## config.mk

```make
export PLATFORM = sky130hd
export DESIGN_NAME = crb_bulk_decoder
export DESIGN_NICKNAME = d
export VERILOG_FILES = /design/src/rtl/crb_pkg.sv /design/src/rtl/crb_bwt_timer.sv /design/src/rtl/crb_bulk_decoder.sv
export SDC_FILE = /design/constraint.sdc
export NUM_CORES = 1
export LEC_CHECK = 0
export ABC_AREA = 1
export BUFFER_PORTS_ARGS = -buffer_cell sky130_fd_sc_hd__buf_2
export CAP_MARGIN = 15
export CELL_PAD_IN_SITES_DETAIL_PLACEMENT = 0
export CELL_PAD_IN_SITES_GLOBAL_PLACEMENT = 1
export CORE_ASPECT_RATIO = 0.7
export CORE_MARGIN = 2
export CORE_UTILIZATION = 35
export CTS_CLUSTER_SIZE = 24
export DETAILED_ROUTE_END_ITERATION = 10
export GPL_ROUTABILITY_DRIVEN = 0
export MAX_ROUTING_LAYER = met4
export PLACE_DENSITY_LB_ADDON = 0.05
export SKIP_CTS_REPAIR_TIMING = 1
export SYNTH_ARGS = -nofsm -noshare
export SYNTH_HDL_FRONTEND = slang
export SYNTH_SLANG_ARGS = --single-unit
export TNS_END_PERCENT = 1
```

## constraint.sdc

```tcl
create_clock -name core_clk -period 2.3 [get_ports core_clk]
set_clock_uncertainty 0.05 [all_clocks]
set_input_delay 0.69 -clock core_clk [delete_from_list [all_inputs] [get_ports core_clk]]
set_output_delay 0.69 -clock core_clk [all_outputs]
set_load 0.05 [all_outputs]
```

## src/rtl/crb_pkg.sv

```systemverilog
// Constants, encodings and state types of the bulk-out command decoder.
// Assumes little-endian multi-byte header fields and a single card slot.
package crb_pkg;

   // Message type codes
   localparam logic [7:0] MT_SLOT_OFF    = 8'h63;
   localparam logic [7:0] MT_SLOT_STATUS = 8'h65;
   localparam logic [7:0] MT_XFR_BLOCK   = 8'h6f;
   localparam logic [7:0] MT_GET_PARAM   = 8'h6c;
   localparam logic [7:0] MT_RESET_PARAM = 8'h6d;

   // Header layout, byte offsets
   localparam int OFS_TYPE  = 0;
   localparam int OFS_LEN   = 1;
   localparam int OFS_SLOT  = 5;
   localparam int OFS_SEQ   = 6;
   localparam int OFS_BWI   = 7;
   localparam int OFS_LVL   = 8;
   localparam int HDR_LEN   = 10;
   localparam int MAX_MSG   = 271;
   localparam logic [31:0] MAX_PAY = 32'h0000_0105;   // Largest message minus header
   localparam logic [31:0] LEN_NONE = 32'h0000_0000;
   localparam logic [7:0]  SLOT_ID  = 8'h00;

   // Level parameter codes
   localparam logic [15:0] LVL_WHOLE = 16'h0000;
   localparam logic [15:0] LVL_BEGIN = 16'h0001;
   localparam logic [15:0] LVL_END   = 16'h0002;
   localparam logic [15:0] LVL_MID   = 16'h0003;
   localparam logic [15:0] LVL_RSP   = 16'h0010;

   // Error codes reported beside an error response
   localparam logic [2:0] ERR_NONE = 3'h0;
   localparam logic [2:0] ERR_TYPE = 3'h1;
   localparam logic [2:0] ERR_SLOT = 3'h2;
   localparam logic [2:0] ERR_LEN  = 3'h3;
   localparam logic [2:0] ERR_LVL  = 3'h4;
   localparam logic [2:0] ERR_TMO  = 3'h5;

   // Register map and fields
   localparam logic [7:0] REG_CTRL   = 8'h00;
   localparam logic [7:0] REG_STATUS = 8'h04;
   localparam logic [7:0] REG_COUNT  = 8'h08;
   localparam int CTRL_EXT_BIT   = 0;
   localparam int CTRL_ABORT_BIT = 1;
   localparam logic CTRL_EXT_RST = 1'b1;

   // Timing
   localparam int CLK_NS     = 40;
   localparam int BWT_NS_DEF = 1000000;

   typedef enum logic [1:0] {
      RK_SLOT  = 2'b00,
      RK_DATA  = 2'b01,
      RK_PARAM = 2'b10,
      RK_ERR   = 2'b11
   } crb_rsp_e;

   typedef enum logic [2:0] {
      ST_HDR   = 3'b000,
      ST_EVAL  = 3'b001,
      ST_PAY   = 3'b010,
      ST_WAIT  = 3'b011,
      ST_RESP  = 3'b100,
      ST_DRAIN = 3'b101
   } crb_state_e;

endpackage

```

## src/rtl/crb_bwt_timer.sv

```systemverilog
// Block waiting timer: counts a multiple of the block waiting time.
// Assumes start is a one-cycle pulse and stop holds it idle.
`timescale 1ns/100ps
`default_nettype none
module crb_bwt_timer #(
   parameter int BWT_CYCLES = 25000
) (
   input  wire logic       core_clk,
   input  wire logic       sys_rst,
   input  wire logic       start,
   input  wire logic       stop,
   input  wire logic [7:0] mult,
   output logic            expired
);
   localparam int DW = $clog2(BWT_CYCLES + 1);

   logic [DW-1:0] div_cnt;
   logic [7:0]    unit_cnt;
   logic [7:0]    mult_eff;
   logic          running;
   logic          tick;

   // A zero multiplier would wrap to 256 periods; treat it as one period
   assign mult_eff = (mult == 8'h00) ? 8'h01 : mult;
   assign tick     = running && (div_cnt == DW'(BWT_CYCLES - 1));

   // Divider giving one enable per block waiting time
   always_ff @(posedge core_clk) begin
      if (sys_rst || start || !running) begin
         div_cnt <= '0;
      end else if (tick) begin
         div_cnt <= '0;
      end else begin
         div_cnt <= div_cnt + DW'(1);
      end
   end

   // Period counter and expiry pulse
   always_ff @(posedge core_clk) begin
      if (sys_rst) begin
         running  <= 1'b0;
         unit_cnt <= 8'h00;
         expired  <= 1'b0;
      end else begin
         expired <= 1'b0;
         if (start) begin
            running  <= 1'b1;
            unit_cnt <= 8'h00;
         end else if (stop) begin
            running <= 1'b0;
         end else if (tick) begin
            if (unit_cnt == mult_eff - 8'h01) begin
               running <= 1'b0;
               expired <= 1'b1;
            end else begin
               unit_cnt <= unit_cnt + 8'h01;
            end
         end
      end
   end
endmodule
`default_nettype wire

```

## src/rtl/crb_bulk_decoder.sv

```systemverilog
// Bulk-out command decoder for a single-slot chip card reader.
// Assumes a byte stream with last marker from the USB side and a card
// transport that takes payload bytes and signals card_done when answered.
`timescale 1ns/100ps
`default_nettype none
module crb_bulk_decoder #(
   parameter int BWT_NS = crb_pkg::BWT_NS_DEF
) (
   input  wire logic              core_clk,
   input  wire logic              sys_rst,
   input  wire logic [7:0]        reg_addr,
   input  wire logic [31:0]       reg_wdata,
   input  wire logic              reg_wr,
   input  wire logic              reg_rd,
   output logic [31:0]            reg_rdata,
   input  wire logic              rx_valid,
   input  wire logic [7:0]        rx_data,
   input  wire logic              rx_last,
   output logic                   rx_ready,
   output logic                   card_valid,
   output logic [7:0]             card_data,
   output logic                   card_last,
   input  wire logic              card_ready,
   input  wire logic              card_done,
   output logic                   rsp_valid,
   input  wire logic              rsp_ready,
   output var crb_pkg::crb_rsp_e  rsp_kind,
   output logic [2:0]             rsp_err,
   output logic [7:0]             rsp_slot,
   output logic [7:0]             rsp_seq,
   output logic                   slot_off,
   output logic                   slot_param_default,
   output logic                   slot_param_query
);
   import crb_pkg::*;

   localparam int BWT_CYCLES = (BWT_NS + CLK_NS - 1) / CLK_NS;

   ////////////////////////////////////////////////////////////////////////
   // Decoding helpers

   function automatic logic no_payload(input logic [7:0] t);
      no_payload = (t == MT_SLOT_OFF) || (t == MT_SLOT_STATUS) ||
                   (t == MT_GET_PARAM) || (t == MT_RESET_PARAM);
   endfunction

   function automatic logic level_known(input logic [15:0] l);
      level_known = (l == LVL_WHOLE) || (l == LVL_BEGIN) || (l == LVL_END) ||
                    (l == LVL_MID) || (l == LVL_RSP);
   endfunction

   crb_state_e  state;
   logic [7:0]  hdr [0:HDR_LEN-1];
   logic [3:0]  byte_cnt;
   logic        hdr_last;
   logic [8:0]  pay_left;
   logic        apdu_end;
   logic        wait_card;
   logic        chain_open;
   logic        ext_mode;
   logic [2:0]  last_err;
   logic [15:0] cmd_count;
   logic        rx_fire;
   logic        tmr_start;
   logic        tmr_expired;
   logic [7:0]  ev_type;
   logic [31:0] ev_len;
   logic [15:0] ev_lvl;
   logic [2:0]  ev_err;
   logic        ev_apdu_end;
   logic        ev_wait;
   logic        sw_abort;

   assign rx_fire   = rx_valid && rx_ready;
   assign rsp_valid = (state == ST_RESP);
   assign sw_abort  = reg_wr && (reg_addr == REG_CTRL) && reg_wdata[CTRL_ABORT_BIT];
   // Timer starts on the edge that enters the wait state; terms kept flat so the
   // assignment sees every signal it depends on
   assign tmr_start = (state == ST_EVAL && ev_err == ERR_NONE && ev_type == MT_XFR_BLOCK &&
                       ev_len == LEN_NONE && ev_wait) ||
                      (state == ST_PAY && rx_fire && pay_left == 9'h001 && rx_last && wait_card);

   // Ready only where a byte can go somewhere; busy states stall the host
   always_comb begin
      case (state)
         ST_HDR:   rx_ready = 1'b1;
         ST_PAY:   rx_ready = !card_valid || card_ready;
         ST_DRAIN: rx_ready = 1'b1;
         default:  rx_ready = 1'b0;
      endcase
   end

   ////////////////////////////////////////////////////////////////////////
   // Header evaluation

   // Checks run on the stored header in a cycle of their own
   always_comb begin
      ev_type = hdr[OFS_TYPE];
      ev_len  = {hdr[OFS_LEN+3], hdr[OFS_LEN+2], hdr[OFS_LEN+1], hdr[OFS_LEN]};
      ev_lvl  = {hdr[OFS_LVL+1], hdr[OFS_LVL]};
      // Short level ignores the level field; reserved bytes never read
      ev_apdu_end = !ext_mode || (ev_lvl == LVL_WHOLE) || (ev_lvl == LVL_END);
      ev_wait     = ev_apdu_end || (ev_lvl == LVL_RSP);
      ev_err      = ERR_NONE;
      if (!no_payload(ev_type) && ev_type != MT_XFR_BLOCK) begin
         ev_err = ERR_TYPE;
      end else if (hdr[OFS_SLOT] != SLOT_ID) begin
         ev_err = ERR_SLOT;
      end else if (no_payload(ev_type) && (ev_len != LEN_NONE || !hdr_last)) begin
         ev_err = ERR_LEN;
      end else if (ev_type == MT_XFR_BLOCK &&
                   (ev_len > MAX_PAY || ((ev_len == LEN_NONE) != hdr_last))) begin
         ev_err = ERR_LEN;
      end else if (ev_type == MT_XFR_BLOCK && ext_mode) begin
         if (!level_known(ev_lvl)) begin
            ev_err = ERR_LVL;
         end else if ((ev_lvl == LVL_END || ev_lvl == LVL_MID) && !chain_open) begin
            ev_err = ERR_LVL;
         end else if (ev_lvl == LVL_RSP && ev_len != LEN_NONE) begin
            ev_err = ERR_LVL;
         end
      end
   end

   ////////////////////////////////////////////////////////////////////////
   // Message sequencer

   // Header bytes land in the array; byte count never passes the header
   always_ff @(posedge core_clk) begin
      if (sys_rst) begin
         byte_cnt <= 4'h0;
         hdr_last <= 1'b0;
      end else if (state == ST_HDR && rx_fire) begin
         hdr[byte_cnt] <= rx_data;
         hdr_last      <= rx_last;
         byte_cnt      <= (rx_last || byte_cnt == 4'(HDR_LEN - 1)) ? 4'h0 : byte_cnt + 4'h1;
      end
   end

   // Main state machine
   always_ff @(posedge core_clk) begin
      if (sys_rst) begin
         state     <= ST_HDR;
         pay_left  <= 9'h000;
         apdu_end  <= 1'b0;
         wait_card <= 1'b0;
      end else begin
         case (state)
            ST_HDR: begin
               if (rx_fire && byte_cnt == 4'(HDR_LEN - 1)) begin
                  state <= ST_EVAL;
               end else if (rx_fire && rx_last) begin
                  state <= ST_RESP; // Runt message
               end
            end
            ST_EVAL: begin
               pay_left  <= ev_len[8:0];
               apdu_end  <= ev_apdu_end;
               wait_card <= ev_wait;
               if (ev_err != ERR_NONE) begin
                  state <= hdr_last ? ST_RESP : ST_DRAIN;
               end else if (no_payload(ev_type)) begin
                  state <= ST_RESP;
               end else if (ev_len != LEN_NONE) begin
                  state <= ST_PAY;
               end else begin
                  state <= ev_wait ? ST_WAIT : ST_RESP;
               end
            end
            ST_PAY: begin
               if (rx_fire) begin
                  pay_left <= pay_left - 9'h001;
                  if (rx_last && pay_left == 9'h001) begin
                     state <= wait_card ? ST_WAIT : ST_RESP;
                  end else if (rx_last) begin
                     state <= ST_RESP;
                  end else if (pay_left == 9'h001) begin
                     state <= ST_DRAIN;
                  end
               end
            end
            ST_WAIT: begin
               if (card_done || tmr_expired) begin
                  state <= ST_RESP;
               end
            end
            ST_RESP: begin
               if (rsp_ready) begin
                  state <= ST_HDR;
               end
            end
            ST_DRAIN: begin
               if (rx_fire && rx_last) begin
                  state <= ST_RESP;
               end
            end
            default: state <= ST_HDR;
         endcase
      end
   end

   // Response descriptor; held steady while the host has not taken it
   always_ff @(posedge core_clk) begin
      if (sys_rst) begin
         rsp_kind <= RK_SLOT;
         rsp_err  <= ERR_NONE;
         rsp_slot <= 8'h00;
         rsp_seq  <= 8'h00;
      end else if (state == ST_HDR && rx_fire && rx_last && byte_cnt != 4'(HDR_LEN - 1)) begin
         rsp_kind <= RK_ERR;
         rsp_err  <= ERR_LEN;
      end else if (state == ST_EVAL) begin
         rsp_slot <= hdr[OFS_SLOT];
         rsp_seq  <= hdr[OFS_SEQ];
         rsp_err  <= ev_err;
         if (ev_err != ERR_NONE) begin
            rsp_kind <= RK_ERR;
         end else if (ev_type == MT_SLOT_OFF || ev_type == MT_SLOT_STATUS) begin
            rsp_kind <= RK_SLOT;
         end else if (ev_type == MT_XFR_BLOCK) begin
            rsp_kind <= RK_DATA;
         end else begin
            rsp_kind <= RK_PARAM;
         end
      end else if (state == ST_PAY && rx_fire && (rx_last != (pay_left == 9'h001))) begin
         rsp_kind <= RK_ERR;
         rsp_err  <= ERR_LEN;
      end else if (state == ST_WAIT && !card_done && tmr_expired) begin
         rsp_kind <= RK_ERR;
         rsp_err  <= ERR_TMO;
      end
   end

   // Slot actions fire only for a clean header, never on an error
   always_ff @(posedge core_clk) begin
      if (sys_rst) begin
         slot_off           <= 1'b0;
         slot_param_default <= 1'b0;
         slot_param_query   <= 1'b0;
      end else begin
         slot_off           <= (state == ST_EVAL) && ev_err == ERR_NONE &&
                               ev_type == MT_SLOT_OFF;
         slot_param_default <= (state == ST_EVAL) && ev_err == ERR_NONE &&
                               ev_type == MT_RESET_PARAM;
         slot_param_query   <= (state == ST_EVAL) && ev_err == ERR_NONE &&
                               ev_type == MT_GET_PARAM;
      end
   end

   // Open-APDU flag; hardware updates come after the software abort so they win
   always_ff @(posedge core_clk) begin
      if (sys_rst) begin
         chain_open <= 1'b0;
      end else begin
         if (sw_abort) begin
            chain_open <= 1'b0;
         end
         if (state == ST_EVAL && ev_err == ERR_LVL) begin
            chain_open <= 1'b0;
         end else if (state == ST_EVAL && ev_err == ERR_NONE &&
                      ev_type == MT_XFR_BLOCK && ext_mode) begin
            if (ev_lvl == LVL_BEGIN || ev_lvl == LVL_MID) begin
               chain_open <= 1'b1;
            end else if (ev_lvl == LVL_WHOLE || ev_lvl == LVL_END) begin
               chain_open <= 1'b0;
            end
         end else if (state == ST_WAIT && !card_done && tmr_expired) begin
            chain_open <= 1'b0;
         end
      end
   end

   // One-byte stage toward the card: bytes go through untouched
   always_ff @(posedge core_clk) begin
      if (sys_rst) begin
         card_valid <= 1'b0;
         card_data  <= 8'h00;
         card_last  <= 1'b0;
      end else if (state == ST_PAY && rx_fire) begin
         card_valid <= 1'b1;
         card_data  <= rx_data;
         card_last  <= apdu_end && (pay_left == 9'h001);
      end else if (card_ready) begin
         card_valid <= 1'b0;
      end
   end

   // Block waiting timeout scaled by the header multiplier
   crb_bwt_timer #(
      .BWT_CYCLES (BWT_CYCLES)
   ) u_timer (
      .core_clk (core_clk),
      .sys_rst  (sys_rst),
      .start    (tmr_start),
      .stop     (state != ST_WAIT),
      .mult     (hdr[OFS_BWI]),
      .expired  (tmr_expired)
   );

   ////////////////////////////////////////////////////////////////////////
   // Register port

   // Control write; extended level on by default
   always_ff @(posedge core_clk) begin
      if (sys_rst) begin
         ext_mode <= CTRL_EXT_RST;
      end else if (reg_wr && reg_addr == REG_CTRL) begin
         ext_mode <= reg_wdata[CTRL_EXT_BIT];
      end
   end

   // Last error and counter of every response taken, error responses included, for software
   always_ff @(posedge core_clk) begin
      if (sys_rst) begin
         last_err  <= ERR_NONE;
         cmd_count <= 16'h0000;
      end else if (state == ST_RESP && rsp_ready) begin
         last_err  <= rsp_err;
         cmd_count <= cmd_count + 16'h0001;
      end
   end

   // Read data one cycle after the strobe; unmapped reads give zero
   always_ff @(posedge core_clk) begin
      if (sys_rst) begin
         reg_rdata <= 32'h0000_0000;
      end else if (!reg_rd) begin
         reg_rdata <= 32'h0000_0000;
      end else if (reg_addr == REG_CTRL) begin
         reg_rdata <= {31'h0, ext_mode};
      end else if (reg_addr == REG_STATUS) begin
         reg_rdata <= {25'h0, last_err, chain_open, state};
      end else if (reg_addr == REG_COUNT) begin
         reg_rdata <= {16'h0, cmd_count};
      end else begin
         reg_rdata <= 32'h0000_0000;
      end
   end
endmodule
`default_nettype wire

```

==> out/metrics.csv <==
stage,metric,value,unit
run_status,status,finished with violations,
run_status,failing checks,negative setup slack,
cells_and_area,layout cell share with drive strength beyond 1,0.2469,
route,highest routed layer,met4,
cts,CTS max path bufs,2,
power_and_ir_drop,pwr dens,657.7,nW/um^2
power_and_ir_drop,share of power burned in registers,0.517,
power_and_ir_drop,peak supply drop,0.4901,mV
cts,Clock Latency Late Sink,440,ps
power_and_ir_drop,sw frac,0.2400,
route,DR WL/cell,15.10,um
critical_path,worst setup path class,flip-flop to flip-flop,
worst_hold_path,HP Start,last_err[0]$_SDFFE_PP0P_,
critical_path,WP data required,2570,ps
placement,Port Buffers,78,
sta,post-layout min period,2658,ps
critical_path,critical path arrival,2930,ps
cells_and_area,layout overhead on the synthesized area,24.73,%
critical_path,R2R Setup Slk,-360,ps
critical_path,"most used cell, CP",nor2_1,
route,initial DRC count,486,
route,final wirelength,21980,um
synthesis,Mapped Area,8594,sq um
sta,Final Max Slew Viols,0,
critical_path,crit-path cells,"nor2_2, and2_4, nand3_2, nor2_1, nand2_1, inv_2, ha_4, nor2_1, nand2_1, nor2_1, nand2_1, nand2_2, nand3_4, nor2_4, nand2_2, nor2_4, nand2_4, nand4_4, nor2_1",
critical_path,Setup crit end kind,flip-flop,
cts,CTS buffer count,17,
sta,Slew @ Worst Pin,600.7,ps
route,Routed met1 length,12330,um
worst_hold_path,hold endpoint,last_err[0]$_SDFFE_PP0P_,
placement,pre-CTS setup slack,-374.8,ps
floorplan,Core Rows,47,
route,Routed Antenna Nets,0,
critical_path,CP max stage delay,400,ps
route,Pre-antenna DRT Iters,5,
critical_path,Worst setup SP type,flip-flop,
cts,CTS Sinks,195,
synthesis,post-synthesis cell type count,47,
sta,setup slack after layout,-358.1,ps
global_routing,GRT Util Overall,0.1810,
critical_path,reg2reg start,hdr[1][5]$_DFFE_PP_,
global_routing,largest net degree at the start of global routing,52,
critical_path,Crit. Startpoint,hdr[1][5]$_DFFE_PP_,
power_and_ir_drop,Leak Pwr,4.313,nW
synthesis,"FF+latch count, synth",195,
synthesis,yosys warns,0,
floorplan,Die Footprint,25840,sq um
cells_and_area,"Net count, final",1194,
cells_and_area,antenna cells,0,
global_routing,first-pass GRT wire length,34850,um
sta,RSZ-0062 raised after global routing,true,
sta,relative slew slack,0.5942,
run,# Max-Cap Violations,0,
critical_path,CP top delay family,simple AND/OR/NAND/NOR gates,
critical_path,CP bufs+invs,1,
critical_path,Reg-to-Reg End,u_timer.div_cnt[6]$_SDFF_PP0_,
cts,root buf cell,clkbuf_16,
floorplan,Core ar.,23880,sq um
critical_path,Crit Path Max Fanout,8,
power_and_ir_drop,Logic pwr share,0.049,
route,Vias,6713,
synthesis,syn_area_per_cell,8.888,sq um
cells_and_area,"commonest non-fill, non-tap cell in the layout",nor2_1,
sta,Final Hold Fails,0,
placement,post-DP HPWL,15640,um
critical_path,Crit path depth,19,
critical_path,FF-to-FF path depth,19,
floorplan,IO Pins,125,
worst_hold_path,hold path depth,2,
worst_hold_path,hold crit path type,flip-flop to flip-flop,
global_routing,GRT Residual Overflow,0,
cts,CTS H-tree lvls,4,
floorplan,Die Y-Extent,135.1,um
sta,Tcrit/Tclk final,1.156,
power_and_ir_drop,power share of the clock group,0.434,
floorplan,Starting Density,0.3600,
sta,Fin Hold WS,403.9,ps
cts,Clock Pin Slew Worst Setup and Hold Paths,70,ps
sta,achievable frequency,376.2,MHz
cells_and_area,Layout Utilization,0.4490,
cells_and_area,most frequent cells in the layout,"nor2_1, nand2_1, dfxtp_1",
power_and_ir_drop,internal power,5.358,mW
critical_path,CP max stage cell,edfxtp_1,
synthesis,Gate Count Post-Synth,967,
route,DRC viols,0,
global_routing,initial antenna violation count,0,
route,Vias per Instance,4.611,
power_and_ir_drop,P_sw,1.692,mW
route,length of routed met3 wiring,832,um
floorplan,DIE WIDTH,191.3,um
placement,"Cell Area, Placed",9920,sq um
global_routing,vias in the first global route,6460,
sta,final setup vio count,37,
synthesis,"Seq/Total Area, Yosys",0.5474,
route,Met2 Routed Length,8606,um
cts,CTS tree,yes,
cells_and_area,final design area excluding fillers,10720,sq um
## per-layer routing
metal	up-vias	global-route usage
met4	0	0.04444
met2	137	0.2443
li1	3522	-
met5	-	-
met1	3042	0.2733
met3	12	0.03690
## final cells by class
class | instances | area, sq um
fillers | 2404 | 13160
flip-flops and latches | 195 | 4706
multi-input cells | 637 | 3520
repair buffers | 156 | 1057
inverters | 118 | 442.9
clock buffers | 19 | 432.9
well taps | 318 | 397.9
clock inverters | 13 | 163.9
## logic make-up (layout without fill, tap and decap cells)
kind of cell | Yosys count | after routing | synth area share
AOI/OAI and AO/OA | 131 | 131 | 0.08313
adders and majority gates | 12 | 12 | 0.01747
and+or+nand+nor | 451 | 453 | 0.2494
DFF | 195 | 195 | 0.5474
buffers and inverters | 152 | 306 | 0.07672
xor gates and xnor gates | 25 | 25 | 0.02548
other | 1 | 16 | 0.0004363
## per-stage QoR
step | std cells | power, mW | TNS (ps)
floorplan | 982 | 3.945 | -9642
global placement | 1417 | 4.071 | -10790
detailed placement | 1417 | 4.068 | -11430
CTS | 1449 | 7.157 | -12100
global route | 1456 | 7.327 | -19410
finish | 1456 | 7.050 | -9987
## how the worst max path moves through the flow
stage / to
2_1_floorplan: hdr[2][0]$_DFFE_PP_
3_3_place_gp: chain_open$_SDFF_PP0_
3_5_place_dp: u_timer.div_cnt[2]$_SDFF_PP0_
4_1_cts: chain_open$_SDFF_PP0_
5_1_grt: u_timer.div_cnt[6]$_SDFF_PP0_
6_report: u_timer.div_cnt[6]$_SDFF_PP0_
## state kept, by name (all words and copies together), names as in the netlist, 4 cells and up
signal and flops:
byte_cnt 4, reg_rdata 16, u_timer.div_cnt 15, hdr 80, rsp_slot 8, cmd_count 16
u_timer.unit_cnt 8, card_data 8, pay_left 9, rsp_seq 8
## worst reg2reg max path: cells and delay by family, from the launching register on
family / cells / cell delay (ps)
fa+ha+maj: 1 / 190
buf+inv: 1 / 80
flops: 1 / 400
simple gates: 17 / 1820
## synthesized netlist by cell type, drive strengths merged
cell | n | area, sq um
dfxtp | 115 | 2302
a21oi | 46 | 237.7
o22ai | 5 | 31.28
o21ai | 60 | 304.0
o2111ai | 1 | 8.760
o211ai | 6 | 45.04
conb | 1 | 3.750
buf | 22 | 171.4
xnor2 | 7 | 61.31
a31oi | 9 | 56.30
a211oi | 3 | 22.52
clkbuf | 12 | 45.04
and2 | 1 | 6.260
clkinv | 1 | 3.750
inv | 117 | 439.2
ha | 12 | 150.1
or2 | 6 | 37.53
a41oi | 1 | 8.760
nand2 | 138 | 545.5
nor3 | 43 | 262.8
nand4 | 23 | 158.9
nand3 | 63 | 350.3
xor2 | 18 | 157.7
edfxtp | 80 | 2402
nand3b | 1 | 7.510
nor3b | 2 | 15.01
nor4 | 9 | 77.57
nor2 | 165 | 681.9
## power groups by stage
| stage | clock network [mW] | registers, mW | logic (mW) |
|---|---|---|---|
| floorplan | 0 | 3.74 | 0.204 |
| finish | 3.06 | 3.65 | 0.345 |
| global route | 3.30 | 3.65 | 0.381 |
| CTS | 3.17 | 3.64 | 0.344 |
| global placement | 0 | 3.72 | 0.346 |
| detailed placement | 0 | 3.73 | 0.343 |
No activity file was read; power rests on OpenSTA's default activity.
